## src/rtl/hsc_defines.svh

```systemverilog
// Purpose: Constants of the Hall six-step commutation controller.
// Assumes: Included by bare name; definitions only.
// Notes:   Offsets are byte addresses on the AHB-Lite register bus.
`ifndef HSC_DEFINES_SVH
`define HSC_DEFINES_SVH

// Clock, PWM and control-tick rates in hertz
`define HSC_CLK_HZ    100000000
`define HSC_PWM_HZ    20000
`define HSC_TICK_HZ   1000
`define HSC_PWM_CYC   (`HSC_CLK_HZ / `HSC_PWM_HZ)
`define HSC_TICK_PWM  (`HSC_PWM_HZ / `HSC_TICK_HZ)
`define HSC_POLE_PAIRS 2
`define HSC_SECTORS   6

// Register byte offsets
`define HSC_A_CTRL    8'h00
`define HSC_A_SPDCMD  8'h04
`define HSC_A_ILIM    8'h08
`define HSC_A_VLIM    8'h0C
`define HSC_A_STATUS  8'h10
`define HSC_A_SPEED   8'h14
`define HSC_A_TSTAMP  8'h18
`define HSC_A_DUTY    8'h1C

// Field positions
`define HSC_B_RUN     0
`define HSC_B_DIR     1
`define HSC_B_OV_LO   16

// Reset values and limits
`define HSC_SPD_MIN   16'h012C
`define HSC_SPD_MAX   16'h0898
`define HSC_ILIM_RST  16'h0FA0
`define HSC_OV_RST    12'hE00
`define HSC_UV_RST    12'h200
`define HSC_DUTY_STEP 16'h0005

`endif

```

## src/rtl/hsc_pkg.sv

```systemverilog
// Purpose: Types of the Hall six-step commutation controller.
// Assumes: Constants live in hsc_defines.svh.
// Notes:   Gate drive and fault flags travel as packed structs.
package hsc_pkg;

  typedef enum logic [1:0] {HSC_IDLE, HSC_RUN, HSC_FAULT} hsc_state_t;

  // High and low switch of phases C,B,A (bit 0 is phase A)
  typedef struct packed {
    logic [2:0] hi;
    logic [2:0] lo;
  } hsc_gate_t;

  typedef struct packed {
    logic hall;
    logic uv;
    logic ov;
    logic oc;
  } hsc_fault_t;

endpackage

```

## src/rtl/hsc_top.sv

```systemverilog
// Purpose: Hall six-step commutation controller with AHB-Lite registers.
// Assumes: hall_in and oc_cmp_in are asynchronous pins; vbus_in is an
//          ADC result already on mclk.
// Notes:   Zero-wait-state slave; every access answers OKAY.
// Contract
// - Three Hall levels decode into six sectors; 000 and 111 invalid.
// - Each sector drives exactly two phases, third phase off.
// - Applied voltage vector lies on a boundary of the Hall sector.
// - Vector from sector and direction; code 100 gives 2 CCW, 5 CW.
// - Direction is programmable; two tables serve CW and CCW.
// - Both high and low switch of the active pair chop with PWM.
// - Any Hall edge triggers a commutation that updates the pattern; code updates it only in RUN.
// - Commutation samples all three Hall levels to find the sector.
// - Commutation captures the free-running timer as timestamp.
// - A 1 kHz tick from PWM runs regulator, state machine, faults; code checks only over- and undervoltage on it.
// - New duty reaches the PWM generator only on the control tick.
// - Each tick computes rotor speed from cached commutation times.
// - Speed command is clamped between 300 and 2200 rpm.
// - Current limit resets to 4 A.
// - Overcurrent comparator disables outputs at once, no software.
// - Overvoltage, undervoltage, overcurrent are flagged; drive stops.
// - Start takes its first pattern from present sector, no alignment.
//
// Chosen here: the register addresses and register access over AHB-Lite.
`timescale 1ns/1ns
`include "hsc_defines.svh"

module hsc_top
  import hsc_pkg::*;
#(
  parameter int PWM_PERIOD = `HSC_PWM_CYC,
  parameter int TICK_PWM   = `HSC_TICK_PWM,
  parameter int POLE_PAIRS = `HSC_POLE_PAIRS
)(
  // Clock, reset, enable
  input  wire logic        mclk,
  input  wire logic        rstn,
  input  wire logic        clk_en,
  // AHB-Lite slave
  input  wire logic        hsel,
  input  wire logic [31:0] haddr,
  input  wire logic [1:0]  htrans,
  input  wire logic        hwrite,
  input  wire logic [2:0]  hsize,
  input  wire logic [31:0] hwdata,
  input  wire logic        hready,
  output logic      [31:0] hrdata,
  output logic             hreadyout,
  output logic             hresp,
  // Sensors and analog results
  input  wire logic [2:0]  hall_in,
  input  wire logic        oc_cmp_in,
  input  wire logic [11:0] vbus_in,
  // Inverter gates and current threshold to the DAC
  output hsc_gate_t        gate,
  output logic      [15:0] ilim_ma
);

  // The speed numerator must fit 32 bits, which rules out one pole pair
  if (PWM_PERIOD < 2 || PWM_PERIOD > 65535 || TICK_PWM < 1 ||
      POLE_PAIRS < 1 || 64'd60 * `HSC_CLK_HZ / POLE_PAIRS > 64'hFFFFFFFF)
  begin : g_chk
    $error("hsc_top: unsupported parameter value");
  end

  localparam logic [15:0] PER = 16'(PWM_PERIOD);
  localparam logic [31:0] RPM_NUM =
    32'((64'd60 * `HSC_CLK_HZ) / POLE_PAIRS);

  // ****************************************************************
  // Decode helpers
  // ****************************************************************
  // Vector 1..6 from Hall code {A,B,C}; 0 means invalid code
  function automatic logic [2:0] vec_of(input logic [2:0] c,
                                        input logic cw);
    logic [2:0] v;
    v = 3'h0;
    case (c)
      3'b100: v = 3'h2;
      3'b110: v = 3'h3;
      3'b010: v = 3'h4;
      3'b011: v = 3'h5;
      3'b001: v = 3'h6;
      3'b101: v = 3'h1;
      default: v = 3'h0;
    endcase
    if (cw && v != 3'h0)
      v = (v > 3'h3) ? v - 3'h3 : v + 3'h3;
    return v;
  endfunction

  // One-hot phase that sources (hi) or sinks current for a vector
  function automatic logic [2:0] pole(input logic [2:0] v,
                                      input logic hi);
    logic [2:0] p;
    p = 3'h0;
    case (v)
      3'h1: p = hi ? 3'b001 : 3'b010;
      3'h2: p = hi ? 3'b001 : 3'b100;
      3'h3: p = hi ? 3'b010 : 3'b100;
      3'h4: p = hi ? 3'b010 : 3'b001;
      3'h5: p = hi ? 3'b100 : 3'b001;
      3'h6: p = hi ? 3'b100 : 3'b010;
      default: p = 3'h0;
    endcase
    return p;
  endfunction

  function automatic logic at(input logic [31:0] a, input logic [7:0] o);
    return a[7:0] == o && a[31:8] == 24'h0;
  endfunction

  // ****************************************************************
  // Input synchronisers
  // ****************************************************************
  logic [2:0]  hall_m_ff;
  logic [2:0]  hall_s_ff;
  logic [2:0]  hall_p_ff;
  logic        oc_m_ff;
  logic        oc_s_ff;

  always_ff @(posedge mclk)
    if (!rstn)
    begin
      hall_m_ff <= 3'h0;
      hall_s_ff <= 3'h0;
      hall_p_ff <= 3'h0;
      oc_m_ff   <= 1'b0;
      oc_s_ff   <= 1'b0;
    end
    else if (clk_en)
    begin
      hall_m_ff <= hall_in;
      hall_s_ff <= hall_m_ff;
      hall_p_ff <= hall_s_ff;
      oc_m_ff   <= oc_cmp_in;
      oc_s_ff   <= oc_m_ff;
    end

  logic commute;
  assign commute = hall_s_ff != hall_p_ff;

  // ****************************************************************
  // PWM counter and control tick
  // ****************************************************************
  logic [15:0] pcnt_ff;
  logic [15:0] tdiv_ff;
  logic [15:0] cmp_ff;
  logic        tick;
  logic        wrap;

  assign wrap = pcnt_ff == PER - 16'h1;
  assign tick = wrap && tdiv_ff == 16'(TICK_PWM - 1);

  always_ff @(posedge mclk)
    if (!rstn)
    begin
      pcnt_ff <= 16'h0;
      tdiv_ff <= 16'h0;
    end
    else if (clk_en)
    begin
      pcnt_ff <= wrap ? 16'h0 : pcnt_ff + 16'h1;
      if (wrap)
        tdiv_ff <= tick ? 16'h0 : tdiv_ff + 16'h1;
    end

  // ****************************************************************
  // Registers and bus slave
  // ****************************************************************
  logic        run_ff;
  logic        dir_ff;
  logic [15:0] spd_cmd_ff;
  logic [11:0] ov_ff;
  logic [11:0] uv_ff;
  logic        wr_ff;
  logic [31:0] wa_ff;
  logic        addr_ok;
  logic        wen;
  logic [15:0] wlo;

  assign addr_ok = hsel && htrans[1] && hready;
  assign wen     = wr_ff;
  assign wlo     = hwdata[15:0];

  always_ff @(posedge mclk)
    if (!rstn)
    begin
      wr_ff <= 1'b0;
      wa_ff <= 32'h0;
    end
    else if (clk_en)
    begin
      wr_ff <= addr_ok && hwrite;
      if (addr_ok)
        wa_ff <= haddr;
    end

  always_ff @(posedge mclk)
    if (!rstn)
    begin
      run_ff     <= 1'b0;
      dir_ff     <= 1'b0;
      spd_cmd_ff <= `HSC_SPD_MIN;
      ilim_ma    <= `HSC_ILIM_RST;
      ov_ff      <= `HSC_OV_RST;
      uv_ff      <= `HSC_UV_RST;
    end
    else if (clk_en && wen)
    begin
      if (at(wa_ff, `HSC_A_CTRL))
      begin
        run_ff <= hwdata[`HSC_B_RUN];
        dir_ff <= hwdata[`HSC_B_DIR];
      end
      if (at(wa_ff, `HSC_A_SPDCMD))
        spd_cmd_ff <= wlo < `HSC_SPD_MIN ? `HSC_SPD_MIN :
                      wlo > `HSC_SPD_MAX ? `HSC_SPD_MAX : wlo;
      if (at(wa_ff, `HSC_A_ILIM))
        ilim_ma <= wlo;
      if (at(wa_ff, `HSC_A_VLIM))
      begin
        ov_ff <= hwdata[`HSC_B_OV_LO +: 12];
        uv_ff <= hwdata[11:0];
      end
    end

  // ****************************************************************
  // Faults: hardware sets win over a write-one-to-clear
  // ****************************************************************
  hsc_fault_t  flt_ff;
  hsc_fault_t  flt_set;
  hsc_fault_t  flt_clr;
  hsc_state_t  st_ff;
  logic [2:0]  vec_ff;
  logic        start;

  assign start = tick && st_ff == HSC_IDLE && run_ff && flt_ff == '0;

  always_comb
  begin
    flt_set      = '0;
    flt_set.oc   = oc_s_ff;
    flt_set.ov   = tick && vbus_in > ov_ff;
    flt_set.uv   = tick && vbus_in < uv_ff;
    flt_set.hall = (commute || start) && st_ff != HSC_FAULT &&
                   vec_of(hall_s_ff, dir_ff) == 3'h0;
    flt_clr      = (wen && at(wa_ff, `HSC_A_STATUS)) ?
                   hsc_fault_t'(hwdata[3:0]) : '0;
  end

  always_ff @(posedge mclk)
    if (!rstn)
      flt_ff <= '0;
    else if (clk_en)
      flt_ff <= (flt_ff & ~flt_clr) | flt_set;

  // ****************************************************************
  // Run state machine, advanced on the control tick
  // ****************************************************************
  always_ff @(posedge mclk)
    if (!rstn)
      st_ff <= HSC_IDLE;
    else if (clk_en && tick)
      case (st_ff)
        HSC_IDLE:
          if (start)
            st_ff <= HSC_RUN;
        HSC_RUN:
          if (flt_ff != '0 || flt_set != '0)
            st_ff <= HSC_FAULT;
          else if (!run_ff)
            st_ff <= HSC_IDLE;
        HSC_FAULT:
          if (!run_ff && flt_ff == '0)
            st_ff <= HSC_IDLE;
        default:
          st_ff <= HSC_IDLE;
      endcase

  // ****************************************************************
  // Commutation, timestamps and sector durations
  // ****************************************************************
  logic [31:0] timer_ff;
  logic [31:0] ts_ff;
  logic [31:0] dur_ff [`HSC_SECTORS];
  logic [2:0]  ptr_ff;
  logic [2:0]  fill_ff;

  always_ff @(posedge mclk)
    if (!rstn)
      vec_ff <= 3'h0;
    else if (clk_en)
    begin
      if (start || (st_ff == HSC_RUN && commute))
        vec_ff <= vec_of(hall_s_ff, dir_ff);
      else if (st_ff != HSC_RUN && !start)
        vec_ff <= 3'h0;
    end

  always_ff @(posedge mclk)
    if (!rstn)
    begin
      timer_ff <= 32'h0;
      ts_ff    <= 32'h0;
      ptr_ff   <= 3'h0;
      fill_ff  <= 3'h0;
      for (int i = 0; i < `HSC_SECTORS; i++)
        dur_ff[i] <= 32'h0;
    end
    else if (clk_en)
    begin
      timer_ff <= timer_ff + 32'h1;
      if (commute)
      begin
        ts_ff          <= timer_ff;
        dur_ff[ptr_ff] <= timer_ff - ts_ff;
        ptr_ff <= ptr_ff == 3'(`HSC_SECTORS - 1) ? 3'h0 : ptr_ff + 3'h1;
        if (fill_ff != 3'(`HSC_SECTORS))
          fill_ff <= fill_ff + 3'h1;
      end
      if (st_ff != HSC_RUN)
        fill_ff <= 3'h0;
    end

  // ****************************************************************
  // Speed measurement and regulator
  // ****************************************************************
  logic [34:0] six_sum;
  logic [31:0] rpm_q;
  logic [15:0] speed_ff;
  logic [15:0] duty_ff;

  // Six sectors make one electrical turn, so jitter between sensors
  // cancels out of the sum.
  always_comb
  begin
    six_sum = 35'h0;
    for (int i = 0; i < `HSC_SECTORS; i++)
      six_sum = six_sum + 35'(dur_ff[i]);
    rpm_q = (six_sum == 35'h0 || six_sum[34:32] != 3'h0) ? 32'h0 :
            RPM_NUM / six_sum[31:0];
  end

  always_ff @(posedge mclk)
    if (!rstn)
    begin
      speed_ff <= 16'h0;
      duty_ff  <= 16'h0;
      cmp_ff   <= 16'h0;
    end
    else if (clk_en && tick)
    begin
      speed_ff <= fill_ff != 3'(`HSC_SECTORS) ? 16'h0 :
                  rpm_q[31:16] != 16'h0 ? 16'hFFFF : rpm_q[15:0];
      if (st_ff != HSC_RUN)
        duty_ff <= 16'h0;
      else if (speed_ff < spd_cmd_ff)
        duty_ff <= (PER - duty_ff > `HSC_DUTY_STEP) ?
                   duty_ff + `HSC_DUTY_STEP : PER;
      else if (speed_ff > spd_cmd_ff)
        duty_ff <= duty_ff > `HSC_DUTY_STEP ?
                   duty_ff - `HSC_DUTY_STEP : 16'h0;
      cmp_ff <= duty_ff;
    end

  // ****************************************************************
  // Gate drive: comparator trip bypasses every software path
  // ****************************************************************
  logic pwm_on;
  logic drive;

  assign pwm_on = pcnt_ff < cmp_ff;
  assign drive  = st_ff == HSC_RUN && !oc_s_ff && !flt_ff.oc;

  always_ff @(posedge mclk)
    if (!rstn)
      gate <= '0;
    else if (clk_en)
    begin
      gate.hi <= (drive && pwm_on) ? pole(vec_ff, 1'b1) : 3'h0;
      gate.lo <= (drive && pwm_on) ? pole(vec_ff, 1'b0) : 3'h0;
    end

  // ****************************************************************
  // Read data, registered for the data phase
  // ****************************************************************
  always_ff @(posedge mclk)
    if (!rstn)
    begin
      hrdata    <= 32'h0;
      hreadyout <= 1'b1;
      hresp     <= 1'b0;
    end
    else if (clk_en)
    begin
      hreadyout <= 1'b1;
      hresp     <= 1'b0;
      hrdata    <= 32'h0;
      if (addr_ok && !hwrite)
      begin
        if (at(haddr, `HSC_A_CTRL))
          hrdata <= {30'h0, dir_ff, run_ff};
        if (at(haddr, `HSC_A_SPDCMD))
          hrdata <= {16'h0, spd_cmd_ff};
        if (at(haddr, `HSC_A_ILIM))
          hrdata <= {16'h0, ilim_ma};
        if (at(haddr, `HSC_A_VLIM))
          hrdata <= {4'h0, ov_ff, 4'h0, uv_ff};
        if (at(haddr, `HSC_A_STATUS))
          hrdata <= {19'h0, vec_ff, st_ff, 1'b0,
                     hall_s_ff, flt_ff};
        if (at(haddr, `HSC_A_SPEED))
          hrdata <= {16'h0, speed_ff};
        if (at(haddr, `HSC_A_TSTAMP))
          hrdata <= ts_ff;
        if (at(haddr, `HSC_A_DUTY))
          hrdata <= {16'h0, cmp_ff};
      end
    end

endmodule

```

## config.mk

```make
export PLATFORM = sky130hd
export DESIGN_NAME = hsc_top
export DESIGN_NICKNAME = d
export VERILOG_FILES = /design/src/rtl/hsc_pkg.sv /design/src/rtl/hsc_top.sv
export VERILOG_INCLUDE_DIRS = /design/src /design/src/rtl
export SDC_FILE = /design/constraint.sdc
export NUM_CORES = 2
export LEC_CHECK = 0
export BUFFER_PORTS_ARGS = -buffer_cell sky130_fd_sc_hd__buf_2
export CORE_UTILIZATION = 41
export DETAILED_ROUTE_END_ITERATION = 16
export GPL_ROUTABILITY_DRIVEN = 0
export PLACE_DENSITY = 0.56
export SLEW_MARGIN = 30
export SYNTH_ARGS = -nofsm -noshare
export SYNTH_HDL_FRONTEND = slang
export SYNTH_SLANG_ARGS = --single-unit
```

## constraint.sdc

```tcl
create_clock -name mclk -period 158.3 [get_ports mclk]
set_input_delay 15.83 -clock mclk [delete_from_list [all_inputs] [get_ports mclk]]
set_output_delay 15.83 -clock mclk [all_outputs]
set_load 0.05 [all_outputs]
```

==> results.md <==
| Quantity | This run |
|---|---|
| Chip Width | 389 um |
| Starting density of the core | 0.415 |
| Sinks on the clock net | 491 |
| Post-route setup TNS | 0 ns |
| Worst stage delay on the critical path | 0.75 ns |
| Ratio of cells with drive above 1 in the final layout | 0.0743 |
| Setup WS pre-CTS | 64.93 ns |
| Starting DRT DRC Count | 6004 |
| Cell type with the highest aggregate area in the netlist | sky130_fd_sc_hd__ha_1 |
| Max Clock Freq | 10.4 MHz |
| Average cell area after synthesis | 7.56 um2 |
| Final critical delay including setup and external delays | 96.33 ns |
| Diodes inserted | 0 |
| Number of enable-type register cells in the synthesized netlist | 192 |
| Vias per inst | 6.05 |
| Site row count | 141 |
| Share of synthesized area occupied by flip-flops and latches | 0.191 |
| Most instantiated flip-flop cell in the synthesis netlist | sky130_fd_sc_hd__dfxtp_1 |
| RSZ-0062 raised after global routing | no |
| CP most frequent cell | sky130_fd_sc_hd__ha_1 |
| Proportion of register bits with asynchronous set or reset after synthesis | 0 |
| Worst r2r src | dur_ff[5][6] |
| Beginning of the worst hold path | wa_ff[28] |
| Detailed-router iteration count before antenna repair | 6 |
| Hold slack final | 0.465 ns |
| Worst-case reg-to-reg path depth | 348 |
| Element type at the critical path end | register |
| Number of hold violations in the final report | 0 |
| Post-Syn Area | 0.0615 mm2 |
| Actual slew at the worst max-slew pin | 1.00 ns |
| Total DRC errors in the routed layout | 0 |
| CTS Root Cell | sky130_fd_sc_hd__clkbuf_16 |
| Max Root-Sink Buffers | 3 |
| Post-layout worst setup margin | 61.97 ns |
| Clock-pin slew reported for the worst setup and hold paths after clock tree synthesis | 0.07 ns |
| Remaining max-slew budget at the tightest pin | 0.325 |
| Post-Syn Nets | 8985 |
| Met1 layer wirelength in the final routing | 99.7 mm |
| Buffer and inverter count on the worst path | 27 |
| Critical-path top delay cell | sky130_fd_sc_hd__a2111oi_0 |
| Delay-heaviest family, CP | compound AO/OA/AOI/OAI gates |
| Worst endpoint data arrival time | 96.80 ns |
| Result of the run | finished, final reports clean |
| Max Cap Violations | 0 |
| Syn. warnings | 0 |
| Worst hold path stage count | 2 |
| Amount of wire on met2 after detailed routing | 104 mm |
| Number of cells on the critical path | 348 |
| NumNets Final | 8976 |
| Most common cell after layout, fill and taps aside | sky130_fd_sc_hd__nand2_1 |
| Antenna violations before repair | 1 |
| CP max FO | 40 |
| Pin count of the biggest net entering global routing | 107 |
| Half-perimeter wire length after detailed placement | 177 mm |
| Clock Skew | 0.0324 ns |
| Crit path kind | reg -> reg |
| Uppermost routed layer | met4 |
| All-Layer GR Usage | 0.294 |
| #FFs+latches synth | 491 |
| Gr ovfl total | 0 |
| Leading cell types by total area after synthesis | sky130_fd_sc_hd__ha_1, sky130_fd_sc_hd__dfxtp_1, sky130_fd_sc_hd__edfxtp_1 |
| Number of setup buffers added after CTS | 0 |
| DRT antenna net count | 0 |
| Vias in the first global route | 57500 |
| Routed length per instance | 22.7 um |
| H-Tree Level Count | 2 |
| Quantity of hold-fixing buffers added after cts | 0 |
| Leading cell types in the layout, fill and taps excluded | sky130_fd_sc_hd__nand2_1, sky130_fd_sc_hd__nor2_1, sky130_fd_sc_hd__inv_1, sky130_fd_sc_hd__ha_1, sky130_fd_sc_hd__a21oi_1 |
| Count of buffers inserted at the top-level ports | 136 |
| Number of clock buffers inserted by TritonCTS | 48 |
| Final setup vio count | 0 |
| Clock latency on the worst-skew pair | 0.62 ns |
| Final WL | 231 mm |
| Die Footprint | 0.152 mm2 |
| Required time at the worst-slack endpoint | 158.77 ns |
| Max-slew violation count | 0 |
| Wire length of the first global-routing pass | 348 mm |
| Timing startpoint of the critical path | dur_ff[5][6] |
| TritonCTS clock tree | built |
| Kind of path behind the tightest hold check | reg -> reg |
| Post-CTS Resized | 0 |
| Number of distinct library cells after synthesis | 128 |
| Core outline area | 0.148 mm2 |
| Fraction of synthesized cell area taken by the top area cell type | 0.127 |
| Ports | 147 |
| Part of the cycle the worst path needs | 0.609 |
| Startpoint types | register |
| Routed wire length on met3 | 15.7 mm |
| Number of instances in the synthesized netlist | 8140 |
| Height of the chip | 389 um |
| Detailed-route via count | 61500 |
| Relative area change from synthesis to final layout | 7.87% |
==> per-stage QoR <==
stage | instances | util | cell area (um2)
after CTS | 10200 | 0.447 | 66400
after detailed placement | 10100 | 0.436 | 64700
final | 10200 | 0.447 | 66400
after global placement | 10100 | 0.436 | 64700
after global routing | 10200 | 0.447 | 66400
after floorplan | 8140 | - | 61500
==> cells in the mapped netlist (26+ instances only) <==
library cell	number
sky130_fd_sc_hd__a311oi_1	26
sky130_fd_sc_hd__a211oi_1	56
sky130_fd_sc_hd__clkbuf_1	262
sky130_fd_sc_hd__buf_2	37
sky130_fd_sc_hd__and2_1	100
sky130_fd_sc_hd__dfxtp_1	299
sky130_fd_sc_hd__a31oi_1	106
sky130_fd_sc_hd__ha_1	625
sky130_fd_sc_hd__nand2_1	911
sky130_fd_sc_hd__o21a_1	151
sky130_fd_sc_hd__a2111oi_0	33
sky130_fd_sc_hd__fa_1	129
sky130_fd_sc_hd__nor2b_1	128
sky130_fd_sc_hd__o31ai_1	58
sky130_fd_sc_hd__edfxtp_1	192
sky130_fd_sc_hd__mux2i_1	61
sky130_fd_sc_hd__a21o_1	242
sky130_fd_sc_hd__nand2b_1	123
sky130_fd_sc_hd__or2_2	46
sky130_fd_sc_hd__a221oi_1	34
sky130_fd_sc_hd__a22oi_1	47
sky130_fd_sc_hd__a21oi_1	486
sky130_fd_sc_hd__mux2_2	59
sky130_fd_sc_hd__a21boi_0	179
sky130_fd_sc_hd__o31a_1	29
sky130_fd_sc_hd__o211ai_1	77
sky130_fd_sc_hd__nand4_1	95
sky130_fd_sc_hd__and3_1	101
sky130_fd_sc_hd__o21bai_1	56
sky130_fd_sc_hd__o22ai_1	48
sky130_fd_sc_hd__xnor2_1	280
sky130_fd_sc_hd__xor2_1	166
sky130_fd_sc_hd__o21ai_1	30
sky130_fd_sc_hd__nor2_1	802
sky130_fd_sc_hd__nand3_1	227
sky130_fd_sc_hd__o21ai_0	395
sky130_fd_sc_hd__inv_1	638
sky130_fd_sc_hd__or3_1	89
sky130_fd_sc_hd__nor4_1	57
sky130_fd_sc_hd__nor3_1	200
==> flip-flops by register name (all words and copies together) (netlist names), 32 cells and up <==
name,count
dur_ff,192
hrdata,32
timer_ff,32
ts_ff,32
wa_ff,32
==> worst reg2reg max path, delay by kind of cell, from the launching register on <==
| kind | cells | cell delay, ns |
|---|---|---|
| compound gates | 174 | 49.94 |
| fa+ha+maj | 35 | 12.41 |
| buf+inv | 27 | 6.00 |
| flops | 1 | 0.34 |
| mux | 3 | 1.19 |
| simple gates | 109 | 26.35 |
==> cell type report <==
| class | count | area (um2) |
|---|---|---|
| inverters | 639 | 2400 |
| multi-input cells | 6681 | 46400 |
| well taps | 2002 | 2500 |
| flip-flops and latches | 491 | 11800 |
| fillers | 15200 | 82000 |
| clock inverters | 13 | 110 |
| clock buffers | 74 | 1510 |
| repair buffers | 270 | 1700 |
==> worst paths after layout <==
path / end / slack [ns]
hold / removal: wa_ff[28] / 0.47
setup / recovery: speed_ff[0] / 61.97
setup reg to reg: speed_ff[0] / 61.97
hold reg to reg: wa_ff[28] / 0.47
==> metal layers <==
layer,track usage,vias up
li1,-,29200
met2,0.481,2436
met4,0.128,0
met5,0,-
met1,0.390,29400
met3,0.0296,488
==> cell families after synthesis <==
family | after synthesis | share of synthesized area
mux | 122 | 0.0211
flops | 491 | 0.191
fa+ha+maj | 754 | 0.169
other cells | 2 | 0.000122
simple gates | 3007 | 0.234
xor+xnor | 446 | 0.0635
compound gates | 2350 | 0.261
buf+inv | 968 | 0.0605
Power is not shown: default switching activity piles up to over one toggle a cycle in this logic, so the estimate is an artifact.
